===== config.mk =====
export PLATFORM = sky130hd
export DESIGN_NAME = mdfs_supervisor
export DESIGN_NICKNAME = d
export VERILOG_FILES = /design/src/mdfs_supervisor.v
export VERILOG_INCLUDE_DIRS = /design/src
export SDC_FILE = /design/constraint.sdc
export NUM_CORES = 1
export LEC_CHECK = 0
export BUFFER_PORTS_ARGS = -buffer_cell sky130_fd_sc_hd__buf_2
export CORE_UTILIZATION = 34
export CTS_CLUSTER_DIAMETER = 100
export DETAILED_ROUTE_END_ITERATION = 8
export PLACE_DENSITY = 0.53
export SKIP_CTS_REPAIR_TIMING = 1
export SLEW_MARGIN = 20
export SYNTH_ARGS = -nofsm -noshare
export SYNTH_HDL_FRONTEND = slang
export SYNTH_SLANG_ARGS = --single-unit

===== constraint.sdc =====
create_clock -name clk -period 5.2 [get_ports clk]
set_input_delay 0.26 -clock clk [delete_from_list [all_inputs] [get_ports clk]]
set_output_delay 0.26 -clock clk [all_outputs]
set_load 0.02 [all_outputs]

===== src/mdfs_regs.vh =====
// Purpose: Named constants for the motor driver fault supervisor.
// Assumes: 125 MHz system clock, 8 ns period.
// Notes:   Times are in nanoseconds; cycle counts derive from them.
`ifndef MDFS_REGS_VH
`define MDFS_REGS_VH

// ****************************************************************
// Clock and times
// ****************************************************************
`define MDFS_CLK_PERIOD_NS      8
`define MDFS_EN_LOW_MIN_NS      1000
`define MDFS_OCP_QUALIFY_NS     3000
`define MDFS_RETRY_NS           1600000
`define MDFS_SLEEP_ENTRY_NS     1000000
`define MDFS_WAKE_NS            1000000

// Least times round up, and none is below one cycle.
`define MDFS_EN_LOW_CYC   ((`MDFS_EN_LOW_MIN_NS + `MDFS_CLK_PERIOD_NS - 1) / `MDFS_CLK_PERIOD_NS)
`define MDFS_OCP_CYC      ((`MDFS_OCP_QUALIFY_NS + `MDFS_CLK_PERIOD_NS - 1) / `MDFS_CLK_PERIOD_NS)
`define MDFS_RETRY_CYC    (`MDFS_RETRY_NS / `MDFS_CLK_PERIOD_NS)
`define MDFS_SLEEP_CYC    (`MDFS_SLEEP_ENTRY_NS / `MDFS_CLK_PERIOD_NS)
`define MDFS_WAKE_CYC     (`MDFS_WAKE_NS / `MDFS_CLK_PERIOD_NS)

// ****************************************************************
// Widths and encodings
// ****************************************************************
`define MDFS_CNT_W        24
`define MDFS_POS_W        8
`define MDFS_POS_RESET    8'h00
`define MDFS_MODE_LATCH   1'b0
`define MDFS_MODE_RETRY   1'b1
`define MDFS_PWR_AWAKE    2'h0
`define MDFS_PWR_GOSLEEP  2'h1
`define MDFS_PWR_ASLEEP   2'h2
`define MDFS_PWR_WAKING   2'h3
`define MDFS_OC_RUN       2'h0
`define MDFS_OC_LATCHED   2'h1
`define MDFS_OC_RETRY     2'h2

`endif


===== src/mdfs_supervisor.v =====
// Purpose: Fault supervision and mode control of a stepper driver.
// Assumes: Comparator inputs and host pins are synchronous to clk.
// Notes:   Long counts are parameters so a simulation may shorten them.
//
// Behaviour
// RULE1 - Pump undervoltage disables bridge, asserts fault
// RULE2 - Over-temperature disables bridge, auto resumes
// RULE3 - Sustained transistor current limit trips overcurrent
// RULE4 - Sense comparator above threshold trips overcurrent
// RULE5 - Latched or retry overcurrent response selectable
// RULE6 - Latched fault clears after enable low 1us
// RULE7 - Latched fault released when enable returns high
// RULE8 - Sleep toggle or power cycle clears latch
// RULE9 - Retry re-enables bridge, releases fault together
// RULE10 - Persistent overcurrent repeats disable-wait-retry cycle
// RULE11 - Host drives enable open-drain style in retry
// RULE12 - Sleep stops pump, regulator, indexer; bridge Hi-Z
// RULE13 - Sleep entered only after entry delay
// RULE14 - Wake on sleep high, outputs after wake delay
// RULE15 - Enable low disables bridge, pump keeps running
// RULE16 - Steps advance indexer while enable low
// RULE17 - Supply undervoltage keeps logic, indexer stepping
// RULE18 - Logic undervoltage resets logic and indexer position
// RULE19 - Fault output follows active sources until recovery
`timescale 1ns/1ps
`include "mdfs_regs.vh"

module mdfs_supervisor #(
    parameter [`MDFS_CNT_W-1:0] RETRY_CYC = `MDFS_RETRY_CYC,
    parameter [`MDFS_CNT_W-1:0] SLEEP_CYC = `MDFS_SLEEP_CYC,
    parameter [`MDFS_CNT_W-1:0] WAKE_CYC  = `MDFS_WAKE_CYC,
    parameter                   POS_W     = `MDFS_POS_W
) (
    input  wire             clk,
    input  wire             rst,
    input  wire             sleep_in_n,
    input  wire             enable_in,
    input  wire             step_in,
    input  wire             dir_in,
    input  wire             ocp_mode,
    input  wire             pump_undervoltage,
    input  wire             over_temperature,
    input  wire             fet_current_limit,
    input  wire             sense_overcurrent,
    input  wire             supply_undervoltage,
    input  wire             logic_undervoltage,
    output reg              fault_out_n,
    output reg              bridge_enable,
    output reg              bridge_hiz,
    output reg              pump_enable,
    output reg              aux_regulator_enable,
    output reg              indexer_run,
    output reg  [POS_W-1:0] indexer_pos,
    output reg  [POS_W-1:0] output_pos,
    output reg              overcurrent_fault
);

    localparam [`MDFS_CNT_W-1:0] OCP_CYC = `MDFS_OCP_CYC;
    localparam [`MDFS_CNT_W-1:0] ENL_CYC = `MDFS_EN_LOW_CYC;

    // ****************************************************************
    // Helpers
    // ****************************************************************

    // Saturating increment keeps the timers from wrapping.
    function [`MDFS_CNT_W-1:0] sat_inc;
        input [`MDFS_CNT_W-1:0] v;
        begin
            sat_inc = (&v) ? v : v + 1'b1;
        end
    endfunction

    reg                   lrst;
    reg [1:0]             pwr_state;
    reg [`MDFS_CNT_W-1:0] pwr_cnt;
    reg                   sleep_prev;
    reg                   step_prev;
    reg [1:0]             oc_state;
    reg [`MDFS_CNT_W-1:0] oc_cnt;
    reg                   oc_rearm;
    reg [`MDFS_CNT_W-1:0] lim_cnt;
    reg [`MDFS_CNT_W-1:0] enl_cnt;
    reg                   enl_done;
    wire                  awake;
    wire                  ocp_trip;
    wire                  sleep_toggle;
    wire                  hard_fault;

    // ****************************************************************
    // Internal reset
    // ****************************************************************

    // Logic undervoltage acts as a reset of all internal state.
    // RULE18 logic reset
    always @*
    begin
        lrst = rst | logic_undervoltage;
    end

    // ****************************************************************
    // Sleep and wake sequencing
    // ****************************************************************

    assign awake        = (pwr_state == `MDFS_PWR_AWAKE);
    assign sleep_toggle = sleep_prev & ~sleep_in_n;

    // Entry waits out the entry delay; wake waits out the wake delay.
    always @(posedge clk)
    begin
        if (lrst)
        begin
            pwr_state  <= `MDFS_PWR_AWAKE;
            pwr_cnt    <= {`MDFS_CNT_W{1'b0}};
            sleep_prev <= 1'b1;
        end
        else
        begin
            sleep_prev <= sleep_in_n;
            pwr_cnt    <= sat_inc(pwr_cnt);
            case (pwr_state)
                `MDFS_PWR_AWAKE:
                begin
                    pwr_cnt <= {`MDFS_CNT_W{1'b0}};
                    // RULE13 entry delay start
                    if (!sleep_in_n)
                        pwr_state <= `MDFS_PWR_GOSLEEP;
                end
                `MDFS_PWR_GOSLEEP:
                begin
                    if (sleep_in_n)
                    begin
                        pwr_state <= `MDFS_PWR_AWAKE;
                    end
                    // RULE13 entry delay elapsed
                    else if (pwr_cnt >= SLEEP_CYC - 1'b1)
                    begin
                        pwr_state <= `MDFS_PWR_ASLEEP;
                    end
                end
                `MDFS_PWR_ASLEEP:
                begin
                    pwr_cnt <= {`MDFS_CNT_W{1'b0}};
                    // RULE14 automatic wake
                    if (sleep_in_n)
                        pwr_state <= `MDFS_PWR_WAKING;
                end
                `MDFS_PWR_WAKING:
                begin
                    if (!sleep_in_n)
                    begin
                        pwr_state <= `MDFS_PWR_ASLEEP;
                    end
                    // RULE14 wake delay elapsed
                    else if (pwr_cnt >= WAKE_CYC - 1'b1)
                    begin
                        pwr_state <= `MDFS_PWR_AWAKE;
                    end
                end
                default:
                begin
                    pwr_state <= `MDFS_PWR_AWAKE;
                end
            endcase
        end
    end

    // ****************************************************************
    // Overcurrent detection and recovery
    // ****************************************************************

    // RULE3 qualify current limit
    // RULE4 sense comparator trip
    assign ocp_trip = (lim_cnt >= OCP_CYC) | sense_overcurrent;

    // Count how long the transistor limit and the enable low have lasted.
    always @(posedge clk)
    begin
        if (lrst)
        begin
            lim_cnt  <= {`MDFS_CNT_W{1'b0}};
            enl_cnt  <= {`MDFS_CNT_W{1'b0}};
            enl_done <= 1'b0;
        end
        else
        begin
            lim_cnt <= fet_current_limit ? sat_inc(lim_cnt) : {`MDFS_CNT_W{1'b0}};
            enl_cnt <= enable_in ? {`MDFS_CNT_W{1'b0}} : sat_inc(enl_cnt);
            // RULE6 enable low 1us
            if (oc_state != `MDFS_OC_LATCHED)
                enl_done <= 1'b0;
            else if (!enable_in && enl_cnt >= ENL_CYC - 1'b1)
                enl_done <= 1'b1;
        end
    end

    // Recovery follows the selected response mode.
    // RULE5 mode selection
    always @(posedge clk)
    begin
        if (lrst)
        begin
            oc_state <= `MDFS_OC_RUN;
            oc_cnt   <= {`MDFS_CNT_W{1'b0}};
            oc_rearm <= 1'b0;
        end
        else
        begin
            oc_cnt   <= sat_inc(oc_cnt);
            oc_rearm <= 1'b0;
            case (oc_state)
                `MDFS_OC_RUN:
                begin
                    oc_cnt <= {`MDFS_CNT_W{1'b0}};
                    // RULE10 retrip while present
                    if (ocp_trip && awake)
                        oc_state <= (ocp_mode == `MDFS_MODE_RETRY) ?
                                    `MDFS_OC_RETRY : `MDFS_OC_LATCHED;
                end
                `MDFS_OC_LATCHED:
                begin
                    // RULE8 sleep clears latch
                    if (sleep_toggle)
                        oc_state <= `MDFS_OC_RUN;
                    // RULE7 release on enable high
                    else if (enl_done && enable_in)
                        oc_state <= `MDFS_OC_RUN;
                end
                `MDFS_OC_RETRY:
                begin
                    // RULE9 retry period elapsed
                    if (oc_cnt >= RETRY_CYC - 1'b1)
                    begin
                        oc_state <= `MDFS_OC_RUN;
                        oc_rearm <= 1'b1;
                    end
                end
                default:
                begin
                    oc_state <= `MDFS_OC_RUN;
                end
            endcase
        end
    end

    // ****************************************************************
    // Indexer
    // ****************************************************************

    // Steps advance the position whenever the indexer runs, even with
    // the bridge disabled; the bridge copy follows only when enabled.
    // RULE16 step while disabled
    // RULE17 step during supply lockout
    always @(posedge clk)
    begin
        if (lrst)
        begin
            step_prev   <= 1'b0;
            indexer_pos <= `MDFS_POS_RESET;
            output_pos  <= `MDFS_POS_RESET;
        end
        else
        begin
            step_prev <= step_in;
            if (indexer_run && step_in && !step_prev)
                indexer_pos <= dir_in ? indexer_pos + 1'b1 : indexer_pos - 1'b1;
            if (bridge_enable)
                output_pos <= indexer_pos;
        end
    end

    // ****************************************************************
    // Outputs
    // ****************************************************************

    assign hard_fault = pump_undervoltage | over_temperature | supply_undervoltage;

    // Every output is registered; only the bridge enable is gated by power, fault and enable.
    always @(posedge clk)
    begin
        if (lrst)
        begin
            fault_out_n          <= 1'b1;
            bridge_enable        <= 1'b0;
            bridge_hiz           <= 1'b1;
            pump_enable          <= 1'b0;
            aux_regulator_enable <= 1'b0;
            indexer_run          <= 1'b0;
            overcurrent_fault    <= 1'b0;
        end
        else
        begin
            // RULE12 sleep shuts down
            indexer_run          <= (pwr_state != `MDFS_PWR_ASLEEP);
            aux_regulator_enable <= (pwr_state != `MDFS_PWR_ASLEEP);
            // RULE17 pump off in lockout
            pump_enable          <= (pwr_state != `MDFS_PWR_ASLEEP) & ~supply_undervoltage;
            // RULE15 enable gates bridge
            // RULE1 pump undervoltage off
            // RULE2 over-temperature off
            // RULE9 rearm with fault release
            // The cycle after a retry drives the bridge even if the trip persists.
            bridge_enable        <= awake & enable_in & ~hard_fault &
                                    (oc_state == `MDFS_OC_RUN) & (~ocp_trip | oc_rearm);
            bridge_hiz           <= (pwr_state == `MDFS_PWR_ASLEEP);
            overcurrent_fault    <= (oc_state != `MDFS_OC_RUN);
            // RULE19 fault output
            fault_out_n          <= ~(hard_fault | (oc_state != `MDFS_OC_RUN));
        end
    end

endmodule


==> summary.md, run 1 <==
| Metric | Value |
|---|---|
| Status | completed |
| Sequential cell area fraction in the yosys report | 0.422 |
| Clk_lat worst skew | 0.41 ns |
| Slowest-stage cell, CP | nor4_2 |
| Slowest cell delay on critical path | 0.47 ns |
| Aggregate global routing overflow | 0 |
| Crit path launch type | flip-flop |
| CP arrival | 2.64 ns |
| Final HPWL from detailed placement | 9.21 mm |
| Reg2reg path depth | 7 |
| Main combinational cell family by area after synthesis | simple AND/OR/NAND/NOR gates |
| Vias | 5033 |
| Number of clock sinks | 126 |
| TritonCTS Buffers | 17 |
| IO buf count | 35 |
| Nets@finish | 756 |
| CTS H-tree lvls | 4 |
| Pin count of the biggest net entering global routing | 25 |
| Hold endpoint | pump_enable |
| Hold path cells | 2 |
| Gr usage total | 0.155 |
| Avg Inst Size Synth | 8.58 um^2 |
| Synth cell count leaders | dfxtp_1 (126), nor2_1 (109), nand2_1 (48) |
| Slew HR | 0.445 |
| Area Growth Syn to Fin | 15.9% |
| DR DRC count | 0 |
| Die area | 18100 um^2 |
| Pleak | 2.44 nW |
| F_max | 421 MHz |
| TritonCTS clock tree | yes |
| Initial antenna violation count | 1 |
| Diodes inserted | 0 |
| Synth unique cells | 63 |
| Post-Synth Simple-Gate Area | 0.298 |
| Via density | 5.19 |
| Minimum clock period | 2.37 ns |
| Clk root buf | clkbuf_16 |
| Compound-Gate Fraction of Synth Area | 0.0886 |
| R2R Path Start | lim_cnt[0] |
| Total power | 0.00217 W |
| Final worst-path cycle share | 0.457 |
| Worst hold-check path type | in2reg |
| Main synth FF type | dfxtp_1 |
| Fin area | 6930 um^2 |
| Clk buf depth | 2 |
| Chip height | 135 um |
| Fill cells | 1739 |
| Crit Reg-Reg Endpoint | lim_cnt[15] |
| Vias in the first global route | 4782 |
| Setup Viol. Count Final | 0 |
| Post-synth net total | 721 |
| Max cap viols | 0 |
| Fraction of the mapped netlist area in adder cells | 0.0264 |
| Share of cells above drive strength 1 | 0.112 |
| PD cells | 313 nW/um^2 |
| Drt first-iter violations | 266 |
| Cell Rows | 48 |
| Ranking of synthesized cells by area | dfxtp_1 (42%), nor2_1 (6.8%), xor2_1 (6.7%), xnor2_1 (4.3%), nand3_1 (3.8%) |
| Setup slack, reg-to-reg | 2.83 ns |
| Avg WL per Cell | 13.5 um |
| Crit path required time | 5.47 ns |
| Synth area leader | dfxtp_1 |
| Placed cell area | 6350 um^2 |
| Post-synth EDFFs | 0 |
| Clock transition at the registers of the reported paths | 0.06 ns |
| #FFs+latches synth | 126 |
| I/O pin total | 36 |
| Global-route wire length before repair | 22.6 mm |
| Core Box Area | 17200 um^2 |
| Clk_skew | 0.0110 ns |
| Routed Antenna Nets | 0 |
| RSZ-0062 raised after global routing | no |
| Critical path type | reg2reg |
| Hold Violations, Final | 0 |
| Setup crit end kind | flip-flop |
| Top-area cell type share of the netlist area | 0.422 |
| Max Fanout on Critical Path | 11 |
| DRT Pass-1 Iters | 5 |
| Post-Syn Instances | 696 |
| Worst-Margin Slew | 0.830 ns |
| XOR/XNOR Fraction of Synth Area | 0.110 |
| Worst VDD drop | 0.216 mV |
| Post-synthesis mux area share | 0.0235 |
| Async SR Flop Fraction | 0 |
| Cell with the most instances after synthesis | dfxtp_1 |
| Post-synthesis cell area | 5970 um^2 |
| Starting Density | 0.347 |
| GP Congestion | 0.811 |
| Cell-by-cell trace of the critical path | ha_1 -> nand3_1 -> nor4_2 -> nand3_1 -> nand4b_1 -> xor2_1 -> nor2_1 |
| Total of warnings raised by yosys | 0 |
| Hold_sp | supply_undervoltage |
| Die X | 135 um |
| Max Slew Vio Count | 0 |
| Setup_tns | 0 ns |
| CP dominant cell by count | nand3_1 |
| WL final | 13.0 mm |
==> critical path: cells and delay by family, from the launching register on <==
kind / cells / cell delay (ns)
xor+xnor: 1 / 0.17
fa+ha+maj: 1 / 0.22
flops: 1 / 0.40
simple gates: 5 / 1.44
==> kinds of logic after synthesis <==
logic type | count (synthesis)
compound gates | 82
xor+xnor | 75
fa+ha+maj | 12
buf+inv | 46
flops | 126
mux | 14
simple gates | 341
==> sequential cells by signal, summed over array words and instances (netlist names), named ones only <==
register / count
bridge_enable: 1
indexer_pos: 8
bridge_hiz: 1
enl_cnt: 24
oc_state: 2
pwr_state: 1
pump_enable: 1
lim_cnt: 24
enl_done: 1
sleep_prev: 1
indexer_run: 1
oc_rearm: 1
oc_cnt: 24
overcurrent_fault: 1
fault_out_n: 1
pwr_cnt: 24
output_pos: 8
step_prev: 1
==> how the worst max path moves through the flow <==
stage,from,end,slack [ns],cells after the start
3_3_place_gp,lim_cnt[0],lim_cnt[13],2.97,7
5_1_grt,lim_cnt[0],lim_cnt[13],2.66,7
4_1_cts,lim_cnt[0],lim_cnt[21],2.84,6
6_report,lim_cnt[0],lim_cnt[15],2.83,7
3_5_place_dp,lim_cnt[0],lim_cnt[9],2.84,7
2_1_floorplan,indexer_pos[1],indexer_pos[7],3.22,7
==> layout make-up <==
type | instances | area (um^2) | area share
Timing Repair Buffer | 37 | 190 | 0.0275
Clock inverter | 10 | 87.6 | 0.0126
Inverter | 25 | 93.8 | 0.0135
Tap cell | 225 | 282 | 0.0406
Sequential cell | 126 | 2520 | 0.364
Clock buffer | 22 | 484 | 0.0699
Multi-Input combinational cell | 524 | 3270 | 0.472
==> stage by stage <==
| step | setup WS [ns] | utilization | cells | hold slack, ns |
|---|---|---|---|---|
| 3_5_place_dp | 2.84 | 0.369 | 937 | 0.439 |
| 3_3_place_gp | 2.97 | 0.369 | 937 | 0.435 |
| 5_1_grt | 2.66 | 0.402 | 969 | 0.00429 |
| 4_1_cts | 2.84 | 0.402 | 969 | -0.00878 |
| 6_report | 2.83 | 0.402 | 969 | 0.00983 |
| 2_1_floorplan | 3.22 | - | 696 | 0.332 |
==> placed cells by master (no fill, tap or decap), types with 14 or more instances in the layout <==
cell / count
and3_1: 16
nor4_1: 19
a21oi_1: 29
mux2i_1: 14
nand3_1: 45
inv_1: 25
nor2_1: 109
o21ai_0: 15
xnor2_1: 29
xor2_1: 46
nand4_1: 32
nand2_1: 48
nor3_1: 18
clkbuf_16: 17
buf_2: 35
dfxtp_1: 126
==> power breakdown <==
| group | switching (W) | internal (W) | leakage [nW] |
|---|---|---|---|
| clock | 0.000429 | 0.000704 | 0.282 |
| combinational | 0.0000350 | 0.0000196 | 1.14 |
| sequential | 0.00000575 | 0.000972 | 1.02 |
==> layer usage <==
metal	up-vias	global-route usage	share of wire	wire [um]
met5	-	0	0.0011	15
met4	2	0.0637	0.014	182
met3	15	0.0345	0.031	410
met2	67	0.260	0.47	6160
met1	2381	0.191	0.48	6280
li1	2568	-	-	-
(Power assumes the default switching activity.)
==> inputs of run 2 (changes only) <==
Settings changed: PLACE_DENSITY 0.53 to 0.54.
Clock period 5.2 ns to 2 ns, I/O delays scaled along.
==> summary.md, run 2 (same netlist as run 1, synthesis figures left out) <==
| Metric | Value |
|---|---|
| WL final | 13.3 mm (+2.1%) |
| Hold Violations, Final | 2 (+2) |
| Final worst-path cycle share | 0.937 (+0.481) |
| Status | complete, but fails checks |
| Placed cell area | 6600 um^2 (+3.9%) |
| Max Fanout on Critical Path | 8 (-3) |
| Clk_lat worst skew | 0.42 ns (about the same) |
| Pleak | 2.69 nW (+10%) |
| F_max | 533 MHz (+27%) |
| Hold Slack | -0.0158 ns (-0.0257 ns) |
| Worst VDD drop | 0.592 mV (+170%) |
| Aggregate global routing overflow | 0 (unchanged) |
| DRT Pass-1 Iters | 4 (-1) |
| Failing checks | negative hold slack |
| Area Growth Syn to Fin | 22.8% |
| Chip height | 135 um (unchanged) |
| CTS H-tree lvls | 4 (unchanged) |
| Critical path type | reg2reg |
| Drt first-iter violations | 288 (+8.3%) |
| Max cap viols | 0 (unchanged) |
| Most frequent cells in the layout | dfxtp_1 (124), nor2_1 (109), nand2_1 (48) |
| I/O pin total | 36 (unchanged) |
| Max Slew Vio Count | 0 (unchanged) |
| Setup crit end kind | flip-flop |
| IO buf count | 35 (unchanged) |
| Pin count of the biggest net entering global routing | 25 (unchanged) |
| DR DRC count | 0 (unchanged) |
| Global-route wire length before repair | 22.4 mm (-0.73%) |
| Via density | 5.11 (-1.6%) |
| Clk_skew | 0.00525 ns (-0.00574 ns) |
| Cell Rows | 48 (unchanged) |
| Commonest non-fill, non-tap cell in the layout | dfxtp_1 |
| Crit path launch type | flip-flop |
| Die area | 18100 um^2 (unchanged) |
| Clk buf depth | 2 (unchanged) |
| Starting Density | 0.347 (unchanged) |
| Clk root buf | clkbuf_16 |
| Die X | 135 um (unchanged) |
| Worst hold-check path type | in2reg |
| Setup_tns | 0 ns (unchanged) |
| Final HPWL from detailed placement | 9.45 mm (+2.6%) |
| Setup Viol. Count Final | 0 (unchanged) |
| Nets@finish | 796 (+5.3%) |
| Clock transition at the registers of the reported paths | 0.05 ns (about the same) |
| Share of cells above drive strength 1 | 0.161 (+0.0496) |
| Fin area | 7340 um^2 (+5.9%) |
| Worst-Margin Slew | 0.796 ns (-0.0346 ns) |
| PD cells | 795 nW/um^2 (+150%) |
| Crit path required time | 2.30 ns (-3.17 ns) |
| Number of clock sinks | 126 (unchanged) |
| Vias in the first global route | 4762 (-0.42%) |
| TritonCTS clock tree | yes |
| GP Congestion | 0.847 (+4.5%) |
| Slew HR | 0.468 (+0.0231) |
| Core Box Area | 17200 um^2 (unchanged) |
| Minimum clock period | 1.87 ns (-0.500 ns) |
| Avg WL per Cell | 13.2 um (-1.8%) |
| Initial antenna violation count | 1 (unchanged) |
| Gr usage total | 0.155 (+0.000757) |
| TritonCTS Buffers | 17 (unchanged) |
| Vias | 5151 (+2.3%) |
| Routed Antenna Nets | 0 (unchanged) |
| CP arrival | 2.18 ns (-0.46 ns) |
## run 2: cell count changes in the layout (fill, tap and decap cells not counted), sizes merged, moves of 2 or more
cell,before,now
dlygate4sd3,0,6
clkinvlp,2,0
clkinv,7,4
bufinv,1,3
buf,37,71
## run 2: path summary, 6_finish.rpt
check | start | to | slack (ns) | depth (start not counted)
worst max register to register | enl_cnt[17] | enl_cnt[1] | 0.13 | 6
worst max-delay path | enl_cnt[17] | enl_cnt[1] | 0.13 | 6
worst min register to register | enl_done | enl_done | 0.48 | 2
worst min-delay path | pump_undervoltage | fault_out_n | -0.02 | 3
## run 2: metal layers
metal	part of all wire	GRT usage	wire length [um]	vias to the layer above
li1	-	-	-	2636
met1	0.49	0.199	6560	2408
met2	0.46	0.252	6080	84
met3	0.033	0.0372	446	21
met4	0.016	0.0624	219	2
met5	0.00098	0	13	-
## run 2: per-stage QoR
step	power, W	util	setup slack [ns]	hold slack, ns	std cells
final	0.00584	0.426	0.125	-0.0158	1008
after global routing	0.00605	0.426	-0.0461	0.00347	1007
after CTS	0.00590	0.418	0.0394	-0.128	1000
after detailed placement	0.00275	0.383	0.0292	0.317	970
after global placement	0.00274	0.383	0.0785	0.308	970
after floorplan	0.00269	-	0.0229	0.172	696
## run 2: final cells by class
cell class	count	area [um^2]
fillers	1712	9900
multi-input cells	524	3330
flip-flops and latches	126	2520
repair buffers	77	505
clock buffers	23	488
well taps	225	282
clock inverters	7	110
inverters	25	93.8
diodes	1	2.50
## run 2: critical path: stages, from the launching register on
cell	delay, ns
dfxtp_1	0.41
and3_2	0.27
nand4_4	0.12
or4_4	0.61
buf_4	0.18
a21oi_1	0.13
nor2_1	0.05
## run 2: power by group
part | leakage [nW] | internal, W | total, W | switching [W]
clock network | 0.299 | 0.00207 | 0.00313 | 0.00107
registers | 1.02 | 0.00253 | 0.00254 | 0.0000126
logic | 1.37 | 0.0000640 | 0.000161 | 0.0000971
==> inputs of run 3 (changes only) <==
Settings changed: CTS_CLUSTER_SIZE set to 10.
Clock period 2 ns to 1.5 ns, I/O delays scaled along.
==> summary.md, run 3 (same netlist as run 1, synthesis figures left out) <==
| Metric | Value |
|---|---|
| Status | complete, but fails checks |
| Failing checks | negative setup slack |
| Setup Viol. Count Final | 92 (+92) |
| Max Slew Vio Count | 0 (unchanged) |
| DR DRC count | 0 (unchanged) |
| IO buf count | 35 (unchanged) |
| Die area | 18100 um^2 (unchanged) |
| Sw Share | 0.213 (+0.0117) |
| Avg WL per Cell | 14.2 um (+7.1%) |
| Clock transition at the registers of the reported paths | 0.06 ns (about the same) |
| Crit path launch type | flip-flop |
| Final worst-path cycle share | 1.17 (+0.232) |
| RSZ-0062 raised after global routing | yes |
| Placed cell area | 8130 um^2 (+23%) |
| Slew HR | 0.637 (+0.169) |
| Fin area | 9820 um^2 (+34%) |
| Die X | 135 um (unchanged) |
| Met3 WL post-DR | 565 um (+27%) |
| Metal-1 WL | 7.73 mm (+18%) |
| Net Switching | 0.00168 W (+43%) |
| TritonCTS clock tree | yes |
| Final HPWL from detailed placement | 11.5 mm (+22%) |
| Max cap viols | 0 (unchanged) |
| PD cells | 803 nW/um^2 (+1.0%) |
| Area Growth Syn to Fin | 64.4% |
| Minimum clock period | 1.75 ns (-0.120 ns) |
| Cell-by-cell trace of the critical path | and4_4 -> nand4_4 -> or4_4 -> nand3_2 -> xor2_1 -> nor2_1 |
| Buf/Inv on CP | 0 (-1) |
| Routed Antenna Nets | 0 (unchanged) |
| CTS H-tree lvls | 4 (unchanged) |
| Slowest-stage cell, CP | or4_4 |
| Number of clock sinks | 126 (unchanged) |
| Hold Slack | 0.0929 ns (+0.109 ns) |
| Chip height | 135 um (unchanged) |
| Clk_lat worst skew | 0.42 ns (about the same) |
| Hold Violations, Final | 0 (-2) |
| Core Box Area | 17200 um^2 (unchanged) |
| Met2 WL post-DR | 8.44 mm (+39%) |
| Clk_skew | 0.00746 ns (+0.00221 ns) |
| CP arrival | 2.05 ns (-0.13 ns) |
| Pin count of the biggest net entering global routing | 25 (unchanged) |
| GP Congestion | 0.866 (+2.2%) |
| Share of cells above drive strength 1 | 0.492 (+0.331) |
| Global-route wire length before repair | 26.3 mm (+17%) |
| Crit path required time | 1.80 ns (-0.50 ns) |
| Cell Rows | 48 (unchanged) |
| Internal Power | 0.00620 W (+33%) |
| I/O pin total | 36 (unchanged) |
| Top cell family by delay on the critical path | simple AND/OR/NAND/NOR gates |
| Area used by multi-input combinational logic | 4190 um^2 (+26%) |
| Via density | 5.02 (-1.8%) |
| F_max | 570 MHz (+6.8%) |
| Final setup margin | -0.255 ns (-0.380 ns) |
| Worst VDD drop | 0.854 mV (+44%) |
| Comb pwr share | 0.037 (+0.009) |
| Slowest cell delay on critical path | 0.64 ns (+0.03 ns) |
| Commonest non-fill, non-tap cell in the layout | buf_4 |
| Critical path type | reg2reg |
| Reg power frac | 0.427 (-0.008) |
| Clk root buf | clkbuf_16 |
| Pleak | 3.88 nW (+44%) |
| Fill cells | 1452 (-15%) |
| Worst hold-check path type | in2reg |
| Nets@finish | 983 (+23%) |
| Vias | 6003 (+17%) |
| DRT Pass-1 Iters | 5 (+1) |
| Top Metal Used | met4 |
| TritonCTS Buffers | 17 (unchanged) |
| Aggregate global routing overflow | 0 (unchanged) |
| Diodes inserted | 0 (-1) |
| Drt first-iter violations | 251 (-13%) |
| Starting Density | 0.347 (unchanged) |
| Setup crit end kind | flip-flop |
| Max Fanout on Critical Path | 5 (-3) |
| Vias in the first global route | 5784 (+21%) |
| Total power | 0.00789 W (+35%) |
| WL final | 16.9 mm (+27%) |
| Clk buf depth | 2 (unchanged) |
| Clock share of power | 0.536 (about the same) |
| Initial antenna violation count | 0 (-1) |
| Gr usage total | 0.181 (+0.0258) |
| Worst-Margin Slew | 0.543 ns (-0.253 ns) |
| Reg area | 2620 um^2 (+3.9%) |
| Most frequent cells in the layout | buf_4 (196), nor2_1 (103), dfxtp_1 (68) |
==> run 3: cell types whose count changed in the layout (fill, tap and decap cells not counted), moves of 19 or more <==
| cell | previous run | this run |
|---|---|---|
| buf_6 | 0 | 19 |
| buf_4 | 36 | 196 |
| nand3_1 | 43 | 18 |
| dfxtp_1 | 124 | 68 |
| nand3_2 | 3 | 22 |
| dfxtp_2 | 2 | 47 |
==> run 3: cell type report <==
cell class                 instances  share of cell area
timing repair buffer             263               0.206
multi-input combinational        525               0.427
clock buffer                      23              0.0519
clock inverter                     9              0.0104
sequential                       126               0.267
inverter                          25             0.00956
tap                              225              0.0287
==> run 3: worst paths after layout <==
check	start	end	slack, ns	cells after the start
setup / recovery	enl_cnt[10]	enl_cnt[8]	-0.25	6
setup reg to reg	enl_cnt[10]	enl_cnt[8]	-0.25	6
hold / removal	dir_in	indexer_pos[7]	0.09	4
hold reg to reg	enl_done	enl_done	0.49	2
==> run 3: power by group through the flow <==
stage | Clock, W | Sequential [W] | Combinational, W
detailed placement | 0 | 0.00345 | 0.000247
floorplan | 0 | 0.00346 | 0.000120
global route | 0.00450 | 0.00337 | 0.000317
global placement | 0 | 0.00345 | 0.000242
CTS | 0.00433 | 0.00337 | 0.000248
finish | 0.00423 | 0.00337 | 0.000291
==> run 3: metal layers <==
layer / vias to the layer above / GRT usage
met5: - / 0
li1: 3020 / -
met1: 2879 / 0.225
met3: 13 / 0.0413
met2: 91 / 0.307
met4: 0 / 0.0655
==> run 3: metrics by stage <==
stage,setup TNS [ns],util,worst slack (ns),std cells
global placement,-7.96,0.472,-0.291,1122
finish,-9.62,0.570,-0.255,1196
global route,-19.45,0.570,-0.361,1196
detailed placement,-10.49,0.472,-0.310,1122
CTS,-11.97,0.507,-0.322,1154
floorplan,-4.51,-,-0.245,696
==> run 3: tightest hold or removal path, stage by stage <==
cell and delay, ns:
buf_2 0.09, buf_4 0.10, o21a_1 0.13, o41ai_1 0.07
